===== config.mk =====
export PLATFORM = sky130hd
export DESIGN_NAME = ovw_regs
export DESIGN_NICKNAME = d
export VERILOG_FILES = /design/src/hdl/ovw_pkg.sv /design/src/hdl/ovw_limit_cmp.sv /design/src/hdl/ovw_fault_action.sv /design/src/hdl/ovw_regs.sv
export SDC_FILE = /design/constraint.sdc
export NUM_CORES = 1
export LEC_CHECK = 0
export BUFFER_PORTS_ARGS = -buffer_cell sky130_fd_sc_hd__buf_2
export CAP_MARGIN = 5
export CORE_UTILIZATION = 61
export CTS_BUF_LIST = sky130_fd_sc_hd__clkbuf_16
export CTS_CLUSTER_SIZE = 8
export DETAILED_ROUTE_END_ITERATION = 7
export PLACE_DENSITY = 0.89
export SETUP_SLACK_MARGIN = 0.2
export SYNTH_ARGS = -nofsm -noshare
export SYNTH_HDL_FRONTEND = slang
export SYNTH_SLANG_ARGS = --single-unit

===== constraint.sdc =====
create_clock -name clk_sys -period 2.5 [get_ports clk_sys]
set_input_delay 0.25 -clock clk_sys [delete_from_list [all_inputs] [get_ports clk_sys]]
set_output_delay 0.25 -clock clk_sys [all_outputs]
set_load 0.02 [all_outputs]

===== src/hdl/ovw_pkg.sv =====
// constants for output-voltage supervision registers and fault actions
// assumes a single 100 MHz clock domain; no file of its own uses it

package ovw_pkg;

   // ****************************************
   // command codes (register addresses)
   // ****************************************
   localparam logic [7:0] CMD_OV_ACTION  = 8'h41;
   localparam logic [7:0] CMD_HI_WARN    = 8'h42;
   localparam logic [7:0] CMD_LO_WARN    = 8'h43;
   localparam logic [7:0] CMD_UV_LIMIT   = 8'h44;
   localparam logic [7:0] CMD_UV_ACTION  = 8'h45;
   localparam logic [7:0] CMD_STATUS     = 8'he0;

   // ****************************************
   // reset values and accepted ranges
   // ****************************************
   localparam logic [15:0] RST_HI_WARN   = 16'h0151;
   localparam logic [15:0] RST_LO_WARN   = 16'h0114;
   localparam logic [15:0] RST_UV_LIMIT  = 16'h00f5;
   localparam logic [7:0]  RST_UV_ACTION = 8'hb9;
   localparam logic [7:0]  RST_OV_ACTION = 8'hf8;
   // 0.3 V and 14 V in 1.953 mV steps
   localparam logic [15:0] LIM_HI_MIN    = 16'h009a;
   localparam logic [15:0] LIM_MAX       = 16'h1c00;
   localparam logic [15:0] LIM_LO_MIN    = 16'h0000;

   // ****************************************
   // action byte fields
   // ****************************************
   localparam int ACT_MSB = 7;
   localparam int ACT_LSB = 6;
   localparam int RTY_MSB = 5;
   localparam int RTY_LSB = 3;
   localparam int DLY_MSB = 2;
   localparam int DLY_LSB = 0;
   localparam logic [2:0] RETRY_FOREVER = 3'h7;

   typedef enum logic [1:0] {
      ACT_CONTINUE = 2'b00,
      ACT_LATCH    = 2'b01,
      ACT_RESTART  = 2'b10,
      ACT_HOLD     = 2'b11
   } ovw_act_e;

   typedef enum logic [1:0] {
      FS_RUN  = 2'b00,
      FS_HOLD = 2'b01,
      FS_WAIT = 2'b10,
      FS_OFF  = 2'b11
   } ovw_fstate_e;

   // ****************************************
   // status bit positions
   // ****************************************
   localparam int ST_WARN_HI = 0;
   localparam int ST_WARN_LO = 1;
   localparam int ST_UV      = 2;
   localparam int ST_OV      = 3;
   localparam int ST_BADCMD  = 4;
   localparam int ST_UV_OFF  = 5;
   localparam int ST_OV_OFF  = 6;
   localparam int ST_W       = 7;

   // ****************************************
   // timing
   // ****************************************
   localparam int CLK_PERIOD_NS  = 10;
   localparam int DELAY_UNIT_US  = 20000;
   localparam int DELAY_UNIT_CYC = (DELAY_UNIT_US * 1000) / CLK_PERIOD_NS;

endpackage


===== src/hdl/ovw_limit_cmp.sv =====
// one threshold comparator with a registered flag
// assumes sample and limit share the same output-mode scaling
`timescale 1ns/1ps
`default_nettype none

module ovw_limit_cmp #(
   parameter bit ABOVE = 1'b1,
   parameter int W     = 16
) (
   input  wire logic         clk_sys,
   input  wire logic         rstn,
   input  wire logic         sampleValid,
   input  wire logic [W-1:0] sample,
   input  wire logic [W-1:0] limit,
   output logic              flag
);

   // both operands are unsigned in the same units, so no rescaling
   always_ff @(posedge clk_sys) begin
      if (!rstn) begin
         flag <= 1'b0;
      end else if (sampleValid) begin
         flag <= ABOVE ? (sample > limit) : (sample < limit);
      end
   end

endmodule
`default_nettype wire


===== src/hdl/ovw_fault_action.sv =====
// decodes one fault action byte and decides when to shut the output
// assumes faultNow and runCmd are on clk_sys already
`timescale 1ns/1ps
`default_nettype none

module ovw_fault_action #(
   parameter int DELAY_UNIT_CYC = ovw_pkg::DELAY_UNIT_CYC,
   parameter int CNT_W          = 25
) (
   input  wire logic       clk_sys,
   input  wire logic       rstn,
   input  wire logic       faultNow,
   input  wire logic       runCmd,
   input  wire logic [7:0] actionByte,
   output logic            outputOff,
   output logic            latchedOff
);

   ovw_pkg::ovw_fstate_e state;
   ovw_pkg::ovw_fstate_e next_state;
   ovw_pkg::ovw_act_e    act;
   logic [2:0]           retry;
   logic [2:0]           dly;
   logic [2:0]           tries;
   logic [CNT_W-1:0]     waitCnt;
   logic                 retryLeft;

   assign act   = ovw_pkg::ovw_act_e'(
                  actionByte[ovw_pkg::ACT_MSB:ovw_pkg::ACT_LSB]);
   assign retry = actionByte[ovw_pkg::RTY_MSB:ovw_pkg::RTY_LSB];
   assign dly   = actionByte[ovw_pkg::DLY_MSB:ovw_pkg::DLY_LSB];
   assign retryLeft = (retry == ovw_pkg::RETRY_FOREVER) || (tries < retry);

   // ****************************************
   // next state
   // ****************************************
   always_comb begin
      next_state = state;
      if (!runCmd) begin
         next_state = ovw_pkg::FS_RUN;
      end else begin
         unique case (state)
            ovw_pkg::FS_RUN: begin
               if (faultNow) begin
                  unique case (act)
                     ovw_pkg::ACT_CONTINUE: next_state = ovw_pkg::FS_RUN;
                     ovw_pkg::ACT_HOLD:     next_state = ovw_pkg::FS_HOLD;
                     ovw_pkg::ACT_RESTART:  next_state = retryLeft ?
                        ovw_pkg::FS_WAIT : ovw_pkg::FS_OFF;
                     ovw_pkg::ACT_LATCH:    next_state = ovw_pkg::FS_OFF;
                  endcase
               end
            end
            ovw_pkg::FS_HOLD: begin
               // re-enable as soon as the condition clears
               if (!faultNow || act == ovw_pkg::ACT_CONTINUE) begin
                  next_state = ovw_pkg::FS_RUN;
               end
            end
            ovw_pkg::FS_WAIT: begin
               if (waitCnt == '0) begin
                  next_state = ovw_pkg::FS_RUN;
               end
            end
            ovw_pkg::FS_OFF: next_state = ovw_pkg::FS_OFF;
         endcase
      end
   end

   always_ff @(posedge clk_sys) begin
      if (!rstn) begin
         state      <= ovw_pkg::FS_RUN;
         outputOff  <= 1'b0;
         latchedOff <= 1'b0;
      end else begin
         state      <= next_state;
         outputOff  <= (next_state != ovw_pkg::FS_RUN);
         latchedOff <= (next_state == ovw_pkg::FS_OFF);
      end
   end

   // ****************************************
   // restart delay and attempt count
   // ****************************************
   always_ff @(posedge clk_sys) begin
      if (!rstn) begin
         waitCnt <= '0;
      end else if (state != ovw_pkg::FS_WAIT
                   && next_state == ovw_pkg::FS_WAIT) begin
         waitCnt <= CNT_W'(dly * DELAY_UNIT_CYC);
      end else if (waitCnt != '0) begin
         waitCnt <= waitCnt - 1'b1;
      end
   end

   // attempts only reset on rstn or when the output is commanded off
   always_ff @(posedge clk_sys) begin
      if (!rstn || !runCmd) begin
         tries <= 3'h0;
      end else if (state == ovw_pkg::FS_RUN
                   && next_state == ovw_pkg::FS_WAIT
                   && tries != ovw_pkg::RETRY_FOREVER) begin
         tries <= tries + 3'h1;
      end
   end

endmodule
`default_nettype wire


===== src/hdl/ovw_regs.sv =====
// output-voltage warning and fault registers with fault decisions
// assumes a command decoder on clk_sys presents one access per strobe,
// and that the sensed voltage and overvoltage flag come from this clock
//
// Functional notes
// - Response 11 with retry 111: off during fault, back on, keep retrying; code ignores retry, holds off only while fault persists.
// - Response 00: ignore the fault and keep regulating.
// - Response 11, other retry: off only while fault persists.
// - Raise high warning when sensed voltage exceeds the high threshold.
// - High threshold accepts 0.3 V to 14 V, resets to 0151h.
// - Raise low warning when sensed voltage falls below the low threshold.
// - Low threshold covers 0 V to 14 V, resets to 0114h.
// - Undervoltage fault when sensed voltage drops below the fault threshold.
// - Undervoltage threshold spans 0 V to 14 V, resets to 00F5h.
// - Undervoltage action byte: response 7:6, retry 5:3, delay 2:0, B9h.
// - Every threshold and action register reads back its last stored value.
// - Overvoltage action byte has the same layout, resets to F8h.
// - Response 10: shut down, wait 20 ms per delay step, retry.
`timescale 1ns/1ps
`default_nettype none

module ovw_regs #(
   parameter int DELAY_UNIT_CYC = ovw_pkg::DELAY_UNIT_CYC,
   parameter int VW             = 16
) (
   input  wire logic          clk_sys,
   input  wire logic          rstn,
   input  wire logic          cmdValid,
   input  wire logic          cmdWrite,
   input  wire logic [7:0]    cmdCode,
   input  wire logic [15:0]   cmdWrData,
   output logic      [15:0]   rdData,
   output logic               rdValid,
   output logic               cmdReject,
   input  wire logic          vSenseValid,
   input  wire logic [VW-1:0] vSense,
   input  wire logic          ovFaultIn,
   input  wire logic          runCmd,
   input  wire logic          biasOk,
   output logic               outputEnable,
   output logic               warnHighFlag,
   output logic               warnLowFlag,
   output logic               uvFaultFlag,
   output logic               uvShutdown,
   output logic               ovShutdown
);

   // ****************************************
   // register storage
   // ****************************************
   logic [15:0]            highWarnLimit;
   logic [15:0]            lowWarnLimit;
   logic [15:0]            uvFaultLimit;
   logic [7:0]             uvAction;
   logic [7:0]             ovAction;
   logic [ovw_pkg::ST_W-1:0] status;
   logic [ovw_pkg::ST_W-1:0] statusSet;
   logic [ovw_pkg::ST_W-1:0] statusClr;

   logic wrStrobe;
   logic rdStrobe;
   logic knownCode;
   logic wrRangeOk;
   logic wrAccept;
   logic badAccess;
   logic uvOff;
   logic ovOff;
   logic uvLatched;
   logic ovLatched;
   logic wrHigh;
   logic wrLow;
   logic wrUv;
   logic wrUvAct;
   logic wrOvAct;
   logic wrStatus;

   assign wrStrobe = cmdValid && cmdWrite;
   assign rdStrobe = cmdValid && !cmdWrite;

   // ****************************************
   // access decode
   // ****************************************

   always_comb begin
      knownCode = 1'b1;
      wrRangeOk = 1'b1;
      unique case (cmdCode)
         ovw_pkg::CMD_HI_WARN: begin
            wrRangeOk = (cmdWrData >= ovw_pkg::LIM_HI_MIN)
                        && (cmdWrData <= ovw_pkg::LIM_MAX);
         end
         ovw_pkg::CMD_LO_WARN,
         ovw_pkg::CMD_UV_LIMIT: begin
            wrRangeOk = (cmdWrData >= ovw_pkg::LIM_LO_MIN)
                        && (cmdWrData <= ovw_pkg::LIM_MAX);
         end
         ovw_pkg::CMD_OV_ACTION,
         ovw_pkg::CMD_UV_ACTION,
         ovw_pkg::CMD_STATUS: wrRangeOk = 1'b1;
         default: knownCode = 1'b0;
      endcase
   end

   // out-of-range or unknown writes are dropped, never clipped
   assign wrAccept  = wrStrobe && knownCode && wrRangeOk;
   assign badAccess = cmdValid && (!knownCode || (cmdWrite && !wrRangeOk));

   // ****************************************
   // per-register write enables
   // ****************************************
   assign wrHigh   = wrAccept && (cmdCode == ovw_pkg::CMD_HI_WARN);
   assign wrLow    = wrAccept && (cmdCode == ovw_pkg::CMD_LO_WARN);
   assign wrUv     = wrAccept && (cmdCode == ovw_pkg::CMD_UV_LIMIT);
   assign wrUvAct  = wrAccept && (cmdCode == ovw_pkg::CMD_UV_ACTION);
   assign wrOvAct  = wrAccept && (cmdCode == ovw_pkg::CMD_OV_ACTION);
   assign wrStatus = wrAccept && (cmdCode == ovw_pkg::CMD_STATUS);

   // ****************************************
   // threshold registers
   // ****************************************
   always_ff @(posedge clk_sys) begin
      if (!rstn) begin
         highWarnLimit <= ovw_pkg::RST_HI_WARN;
      end else if (wrHigh) begin
         highWarnLimit <= cmdWrData;
      end
   end

   always_ff @(posedge clk_sys) begin
      if (!rstn) begin
         lowWarnLimit <= ovw_pkg::RST_LO_WARN;
      end else if (wrLow) begin
         lowWarnLimit <= cmdWrData;
      end
   end

   always_ff @(posedge clk_sys) begin
      if (!rstn) begin
         uvFaultLimit <= ovw_pkg::RST_UV_LIMIT;
      end else if (wrUv) begin
         uvFaultLimit <= cmdWrData;
      end
   end

   // ****************************************
   // action bytes
   // ****************************************
   always_ff @(posedge clk_sys) begin
      if (!rstn) begin
         uvAction <= ovw_pkg::RST_UV_ACTION;
      end else if (wrUvAct) begin
         uvAction <= cmdWrData[7:0];
      end
   end

   always_ff @(posedge clk_sys) begin
      if (!rstn) begin
         ovAction <= ovw_pkg::RST_OV_ACTION;
      end else if (wrOvAct) begin
         ovAction <= cmdWrData[7:0];
      end
   end

   // ****************************************
   // comparators
   // ****************************************
   ovw_limit_cmp #(
      .ABOVE (1'b1),
      .W     (VW)
   ) u_cmpHigh (
      .clk_sys     (clk_sys),
      .rstn        (rstn),
      .sampleValid (vSenseValid),
      .sample      (vSense),
      .limit       (highWarnLimit[VW-1:0]),
      .flag        (warnHighFlag)
   );

   ovw_limit_cmp #(
      .ABOVE (1'b0),
      .W     (VW)
   ) u_cmpLow (
      .clk_sys     (clk_sys),
      .rstn        (rstn),
      .sampleValid (vSenseValid),
      .sample      (vSense),
      .limit       (lowWarnLimit[VW-1:0]),
      .flag        (warnLowFlag)
   );

   ovw_limit_cmp #(
      .ABOVE (1'b0),
      .W     (VW)
   ) u_cmpUv (
      .clk_sys     (clk_sys),
      .rstn        (rstn),
      .sampleValid (vSenseValid),
      .sample      (vSense),
      .limit       (uvFaultLimit[VW-1:0]),
      .flag        (uvFaultFlag)
   );

   // ****************************************
   // fault actions
   // ****************************************
   ovw_fault_action #(
      .DELAY_UNIT_CYC (DELAY_UNIT_CYC)
   ) u_uvAction (
      .clk_sys    (clk_sys),
      .rstn       (rstn),
      .faultNow   (uvFaultFlag),
      .runCmd     (runCmd),
      .actionByte (uvAction),
      .outputOff  (uvOff),
      .latchedOff (uvLatched)
   );

   ovw_fault_action #(
      .DELAY_UNIT_CYC (DELAY_UNIT_CYC)
   ) u_ovAction (
      .clk_sys    (clk_sys),
      .rstn       (rstn),
      .faultNow   (ovFaultIn),
      .runCmd     (runCmd),
      .actionByte (ovAction),
      .outputOff  (ovOff),
      .latchedOff (ovLatched)
   );

   // ****************************************
   // output control
   // ****************************************
   // losing bias or command drops the output regardless of fault state
   always_ff @(posedge clk_sys) begin
      if (!rstn) begin
         outputEnable <= 1'b0;
         uvShutdown   <= 1'b0;
         ovShutdown   <= 1'b0;
      end else begin
         outputEnable <= runCmd && biasOk && !uvOff && !ovOff;
         uvShutdown   <= uvOff;
         ovShutdown   <= ovOff;
      end
   end

   // ****************************************
   // sticky status, write one to clear
   // ****************************************
   always_comb begin
      statusSet = '0;
      statusSet[ovw_pkg::ST_WARN_HI] = warnHighFlag;
      statusSet[ovw_pkg::ST_WARN_LO] = warnLowFlag;
      statusSet[ovw_pkg::ST_UV]      = uvFaultFlag;
      statusSet[ovw_pkg::ST_OV]      = ovFaultIn;
      statusSet[ovw_pkg::ST_BADCMD]  = badAccess;
      statusSet[ovw_pkg::ST_UV_OFF]  = uvLatched;
      statusSet[ovw_pkg::ST_OV_OFF]  = ovLatched;
   end

   assign statusClr = wrStatus
                      ? cmdWrData[ovw_pkg::ST_W-1:0] : '0;

   // bits: 0 high warn, 1 low warn, 2 uv fault, 3 ov fault,
   // 4 bad access, 5 uv latched off, 6 ov latched off
   // a new event in the clearing cycle survives the clear
   always_ff @(posedge clk_sys) begin
      if (!rstn) begin
         status <= '0;
      end else begin
         status <= (status & ~statusClr) | statusSet;
      end
   end

   // ****************************************
   // read back
   // ****************************************
   always_ff @(posedge clk_sys) begin
      if (!rstn) begin
         rdData <= 16'h0000;
      end else if (rdStrobe) begin
         unique case (cmdCode)
            ovw_pkg::CMD_HI_WARN:   rdData <= highWarnLimit;
            ovw_pkg::CMD_LO_WARN:   rdData <= lowWarnLimit;
            ovw_pkg::CMD_UV_LIMIT:  rdData <= uvFaultLimit;
            ovw_pkg::CMD_UV_ACTION: rdData <= {8'h00, uvAction};
            ovw_pkg::CMD_OV_ACTION: rdData <= {8'h00, ovAction};
            ovw_pkg::CMD_STATUS:
               rdData <= {{(16 - ovw_pkg::ST_W){1'b0}}, status};
            default:                rdData <= 16'h0000;
         endcase
      end
   end

   always_ff @(posedge clk_sys) begin
      if (!rstn) begin
         rdValid   <= 1'b0;
         cmdReject <= 1'b0;
      end else begin
         rdValid   <= rdStrobe;
         cmdReject <= badAccess;
      end
   end

endmodule
`default_nettype wire


# ---- Word-level counts from Yosys, hierarchy flattened
# Cells that the tools add are included.
dict set report totals {
  regBits 159
  input_bits 48
  output_inout_bits 24
}
dict set report op_classes {
  addsub 4
  n_mul 2
  magnitude_cmp 8
  n_eq_ne 28
  muxes 22
  n_bitwise 4
  n_reduce_logical 54
}
# cell n
set op_table {}
lappend op_table {{$mux 24} 4}
lappend op_table {{$pmux 16 s6} 1}
lappend op_table {{$logic_not 25->1} 2}
lappend op_table {{$reduce_bool 25->1} 2}
lappend op_table {{$sub 25x1->25 const B} 2}
lappend op_table {{$eq 8x7->1 const B} 5}
lappend op_table {{$mul 3x14->17 const B} 2}
lappend op_table {{$lt 16x16->1} 2}
lappend op_table {{$pmux 2 s4} 4}
lappend op_table {{$eq 2x2->1 const B} 12}
lappend op_table {{$logic_and 1x1->1} 23}
lappend op_table {{$ge 16x1->1 const B} 1}
lappend op_table {{$ge 16x8->1 const B} 1}
lappend op_table {{$gt 16x16->1} 1}
lappend op_table {{$le 16x13->1 const B} 1}
lappend op_table {{$mux 2} 8}
lappend op_table {{$logic_not 1->1} 9}
lappend op_table {{$eq 2x1->1 const B} 4}
lappend op_table {{$eq 8x8->1 const B} 1}
lappend op_table {{$logic_not 2->1} 4}
lappend op_table {{$reduce_bool 2->1} 4}
lappend op_table {{$and 7x7->7} 1}
lappend op_table {{$mux 7} 1}
lappend op_table {{$not 7->7} 1}
lappend op_table {{other kinds (12)} 26}

# ---- Longest topological paths before layout
dict set report depth {
  depth_word 10
  ltp_mapped 10
  mapped_depth_nobuf 8
}

# ---- Modules after synthesis
# Synthesis repeated with hierarchy kept, for this count alone.
dict set report unflattened {
  hier_cells 1060
  hier_area_um2 9586.7
}
# mod instances cells_each area_each_um2 seq_area_each_um2
set by_module_without_submodules {}
lappend by_module_without_submodules {ovw_fault_action 2 233 2070.7 640.6}
lappend by_module_without_submodules {ovw_regs 1 424 4087.7 1841.8}
lappend by_module_without_submodules {{ovw_limit_cmp (u_cmpLow ...)} 2 55 454.2 20.0}
lappend by_module_without_submodules {{ovw_limit_cmp (u_cmpHigh)} 1 60 449.2 20.0}

# ---- Least setup slack after synthesis
# Ideal clock, no wire load.
dict set report synth_path {
  path_kind {reg2reg}
  start {register u_ovAction.waitCnt[7]}
  end {register u_ovAction.waitCnt[21]}
  t_arrival_ns 2.125
  slack_ns 0.259
  path_stages_with_launch 7
  path_cell_list {dfxtp_1 or4_4 or2_4 or3_4 or3_1 xnor2_1 a22o_1}
}
dict set report synth_via {
  elab_chain_len 7
  word_cells_on_any_way 11
}
# item line
set synth_lines {}
lappend synth_lines {{start: declaration} ovw_fault_action.sv:25} ;# logic [CNT_W-1:0] waitCnt;
lappend synth_lines {{start signal: assignment} ovw_fault_action.sv:90} ;# waitCnt <= CNT_W'(dly * DELAY_UNIT_CYC);
lappend synth_lines {{start signal: assignment} ovw_fault_action.sv:92} ;# waitCnt <= waitCnt - 1'b1;
lappend synth_lines {{$logic_not 25->1} ovw_fault_action.sv:61} ;# if (waitCnt == '0) begin
lappend synth_lines {{$mux 2} ovw_fault_action.sv:61}
lappend synth_lines {{$pmux 2 s4} ovw_fault_action.sv:42} ;# unique case (state)
lappend synth_lines {{$mux 2} ovw_fault_action.sv:39} ;# if (!runCmd) begin
lappend synth_lines {{$eq 2x2->1} ovw_fault_action.sv:89} ;# && next_state == ovw_pkg::FS_WAIT) begin
lappend synth_lines {{$logic_and 1x1->1} ovw_fault_action.sv:89}
lappend synth_lines {{$mux 24 / $reduce_bool 2->1 (equally long branches)} -}
# Several ways; a longest one is shown, not always the timed one. The select of a mux whose other input is x is not followed.
# A chain may end at the register's enable or synchronous reset.

# ---- Worst setup path after layout
dict set report layout_path {
  start {register u_ovAction.waitCnt[6]}
  end {register u_ovAction.waitCnt[21]}
}
# The elaborated chain is that of the path after synthesis.

==> out/results.ini <==
[sta]
finalMaxSlewViolations=0
timing.max_slew.rel_slack=0.6297
worst_pin_slew_ns=0.5546
hold-worst-slack_ns=0.07542
highest_attainable_clock_frequency_mhz=432.9
grt_setup_unrepaired=true
final_min_period_over_clock_period=0.9241
final.setup.tns_ns=0
fin_skew_ns=0.006322
timing.final.crit_period_ns=2.310
total_setup_violations_reported_at_the_end_of_the_flow=0
report.final.hold_viol_count=0

[global_routing]
groute.usage.overall=0.3187
first_global_vias=7709
largest_net_degree_at_the_start_of_global_routing=55
grt_remaining_overflow=0
grt_first_pass_wirelength_um=37090
grt_antenna_before_repair=0

[synth]
synth_ff_type=sky130_fd_sc_hd__dfxtp_1
synth-async-reset-ratio=0
ys_seq_area_frac=0.3594
synth_area_per_cell_um2=8.558
synthesis.instances=1035
number_of_synthesized_flops_with_an_enable_pin=0
synth_nets=1171
synth_cell_types=64
postSynthRegisterBits=159
cell_with_the_most_instances_after_synthesis=sky130_fd_sc_hd__dfxtp_1
commonest_cells_in_the_synthesized_netlist=159 x sky130_fd_sc_hd__dfxtp_1, 117 x sky130_fd_sc_hd__nor2_1, 82 x sky130_fd_sc_hd__ha_1, 79 x sky130_fd_sc_hd__nand2_1, 68 x sky130_fd_sc_hd__inv_1
synth_largest_type_area_fraction=0.3594
ys_top_cells_by_area=sky130_fd_sc_hd__dfxtp_1 36%, sky130_fd_sc_hd__ha_1 12%, sky130_fd_sc_hd__mux2i_1 5.2%, sky130_fd_sc_hd__nor2_1 5.0%, sky130_fd_sc_hd__nand2_1 3.3%
synth_largest_area_cell=sky130_fd_sc_hd__dfxtp_1
synth_warnings=0
synth_area_um2=8857

[die]
die_x_um=122.5
design.die.area_um2=15010
pin_count=72
floorplan.die.height_um=122.5
rows=43
start_util=0.6308
core_um2=14040

[job]
timing.max_cap.violations=0

[pwr]
internal_power_w=0.005449
power.share.switching=0.3367
power.sequential.fraction=0.385
pwr-share-clk=0.294
netSwitchingPower_w=0.002766
share_comb_of_total_power=0.321
power-per-cell-area_nw_per_um2=812.1
vdd_ir_drop_max_v=0.0004870
power.static_leakage_nw=4.343

[clocking]
insertion_delay_ns=0.43
worst_setup_hold_path_clk_slew_ns=0.06
cts_inserted_buffers=17
cts.sink_count=159
cts_tree=yes
cts_hold_buf=0
htree_num_levels=4
ctsRootBufferMaster=sky130_fd_sc_hd__clkbuf_16
clock_path_buffers=2

[worst_setup_path]
worstReg2RegStart=u_ovAction.waitCnt[6]$_SDFFE_PP0P_
cp_data_arrival_time_ns=2.63
timing.reg2reg.worst_path_depth=6
crit_path_end_kind=flip-flop
cp_max_fo=5
r2r_slack_ns=0.19
setup.worst_path.start_class=flip-flop
critPathKind=reg -> reg
worst_ep_required_time_ns=2.82
worst_r2r_endpoint=u_ovAction.waitCnt[21]$_SDFFE_PN0P_

[hold_path]
hold_end=cmdReject$_SDFF_PN0_
hold-path-cell-count=3
hp-start=cmdValid
type_of_the_most_critical_hold_path=in -> reg

[cells_and_area]
nets=1250
antenna_cells=0
num-fill-cells=988
layout-area-overhead-vs-synth_pct=14.21
final_layout_size_suffix_gt1_frac=0.1459

[routing]
wirelength_um=23480
drt_pass1_iterations=5
post-route-drc-count=0
wl_per_cell_um=18.01
detailroute.via_count=8183
antenna_violation_net_count_after_detailed_routing=0
initialDrtViolationCount=734
routed_via_density=6.275

[placed_design]
place_hpwl_um=16600
finalWeightedCongestion=0.9318
io_buffers=71

[run_status]
outcome=finished clean

-- through the flow --
step | cells | util | worst slack (ns) | power (W) | area, um2
2_1_floorplan | 1035 | - | 0.2585 | 0.005035 | 8857
3_3_place_gp | 1274 | 0.6774 | 0.1756 | 0.005539 | 9513
3_5_place_dp | 1274 | 0.6774 | 0.1113 | 0.005648 | 9513
4_1_cts | 1304 | 0.7167 | 0.1827 | 0.008086 | 10060
5_1_grt | 1304 | 0.7204 | 0.1049 | 0.008642 | 10120
6_report | 1304 | 0.7204 | 0.1898 | 0.008215 | 10120
-- how the worst max path moves through the flow --
stage,start,end,slack [ns]
after floorplan,u_ovAction.waitCnt[7]$_SDFFE_PN0P_,u_ovAction.waitCnt[21]$_SDFFE_PN0P_,0.26
after global placement,cmdCode[4],highWarnLimit[4]$_SDFFE_PN1P_,0.18
after detailed placement,uvAction[6]$_SDFFE_PN0P_,u_uvAction.waitCnt[7]$_SDFFE_PN0P_,0.11
after CTS,u_uvAction.waitCnt[9]$_SDFFE_PN0P_,u_uvAction.outputOff$_SDFF_PN0_,0.18
after global routing,u_ovAction.waitCnt[6]$_SDFFE_PP0P_,u_ovAction.waitCnt[21]$_SDFFE_PN0P_,0.10
final,u_ovAction.waitCnt[6]$_SDFFE_PP0P_,u_ovAction.waitCnt[21]$_SDFFE_PN0P_,0.19
-- worst max-delay path, cell delays in order, from the launching register on --
cell and delay, ns:
sky130_fd_sc_hd__dfxtp_2 0.34, sky130_fd_sc_hd__or4_4 0.54, sky130_fd_sc_hd__or2_4 0.28, sky130_fd_sc_hd__or3_4 0.40, sky130_fd_sc_hd__or3_1 0.34, sky130_fd_sc_hd__xnor2_1 0.13, sky130_fd_sc_hd__a22o_1 0.17
-- cells by family (layout without fill, tap and decap cells) --
group / count (synthesis) / count (layout) / share of synthesized area
AO/OA/AOI/OAI: 232 / 232 / 0.1643
XOR/XNOR: 46 / 46 / 0.04549
adder cells (fa/ha/maj): 88 / 88 / 0.1294
buffers and inverters: 114 / 203 / 0.05142
flip-flops: 159 / 159 / 0.3594
multiplexers: 46 / 46 / 0.05198
AND/OR/NAND/NOR: 350 / 350 / 0.1981
-- power by group through the flow --
stage | combinational, W | sequential [W] | clock, W
4_1_cts | 0.00252 | 0.00315 | 0.00242
3_5_place_dp | 0.00245 | 0.00320 | 0
5_1_grt | 0.00292 | 0.00320 | 0.00252
2_1_floorplan | 0.00188 | 0.00315 | 0
6_report | 0.00264 | 0.00317 | 0.00241
3_3_place_gp | 0.00237 | 0.00317 | 0
-- routing by layer --
layer	share of wire	track usage	up-vias
met5	0	0	-
met4	0.036	0.1509	0
met3	0.079	0.06134	89
met2	0.48	0.5323	400
met1	0.41	0.3941	3883
li1	-	-	3811
-- flip-flops by register name (all words and copies together) (netlist names), 7 cells and up --
| signal | flops |
|---|---|
| u_ovAction.waitCnt | 25 |
| u_uvAction.waitCnt | 25 |
| highWarnLimit | 16 |
| lowWarnLimit | 16 |
| rdData | 16 |
| uvFaultLimit | 16 |
| ovAction | 8 |
| uvAction | 8 |
| status | 7 |
-- layout by cell type, fill, tap and decap left out, types with 6 or more instances in the layout --
cell / n
sky130_fd_sc_hd__nand2_1: 78
sky130_fd_sc_hd__buf_4: 32
sky130_fd_sc_hd__ha_1: 82
sky130_fd_sc_hd__and2_1: 8
sky130_fd_sc_hd__or4_1: 6
sky130_fd_sc_hd__a211oi_1: 18
sky130_fd_sc_hd__o21ai_0: 53
sky130_fd_sc_hd__nor2_1: 116
sky130_fd_sc_hd__o21ai_1: 7
sky130_fd_sc_hd__a21o_1: 14
sky130_fd_sc_hd__a22o_1: 8
sky130_fd_sc_hd__o21a_1: 9
sky130_fd_sc_hd__inv_1: 69
sky130_fd_sc_hd__a21oi_1: 58
sky130_fd_sc_hd__xor2_1: 14
sky130_fd_sc_hd__and3_1: 6
sky130_fd_sc_hd__a22oi_1: 10
sky130_fd_sc_hd__o211ai_1: 22
sky130_fd_sc_hd__nand3_1: 22
sky130_fd_sc_hd__nor2b_1: 6
sky130_fd_sc_hd__clkbuf_16: 17
sky130_fd_sc_hd__buf_2: 71
sky130_fd_sc_hd__dfxtp_1: 154
sky130_fd_sc_hd__a31oi_1: 12
sky130_fd_sc_hd__nor3_1: 26
sky130_fd_sc_hd__mux2i_1: 46
sky130_fd_sc_hd__nand2b_1: 7
sky130_fd_sc_hd__xnor2_1: 32
sky130_fd_sc_hd__nor4_1: 11
sky130_fd_sc_hd__or3_1: 13
-- final cells by class --
type	instances	area [um2]	area share
Multi-Input combinational cell	762	5285	0.5224
Clock inverter	12	105.1	0.01039
Inverter	69	259.0	0.02560
Clock buffer	17	425.4	0.04205
Timing Repair Buffer	105	626.9	0.06197
Sequential cell	159	3189	0.3153
Tap cell	180	225.2	0.02226
-- what timing repair did --
item | 4_1_cts | 5_1_grt
pin swaps | 1 | 0
setup endpoints to repair | 17 | 45
gates resized for setup | 5 | 16
setup buffers | 1 | 0
Power figures use the tool's default switching activity.
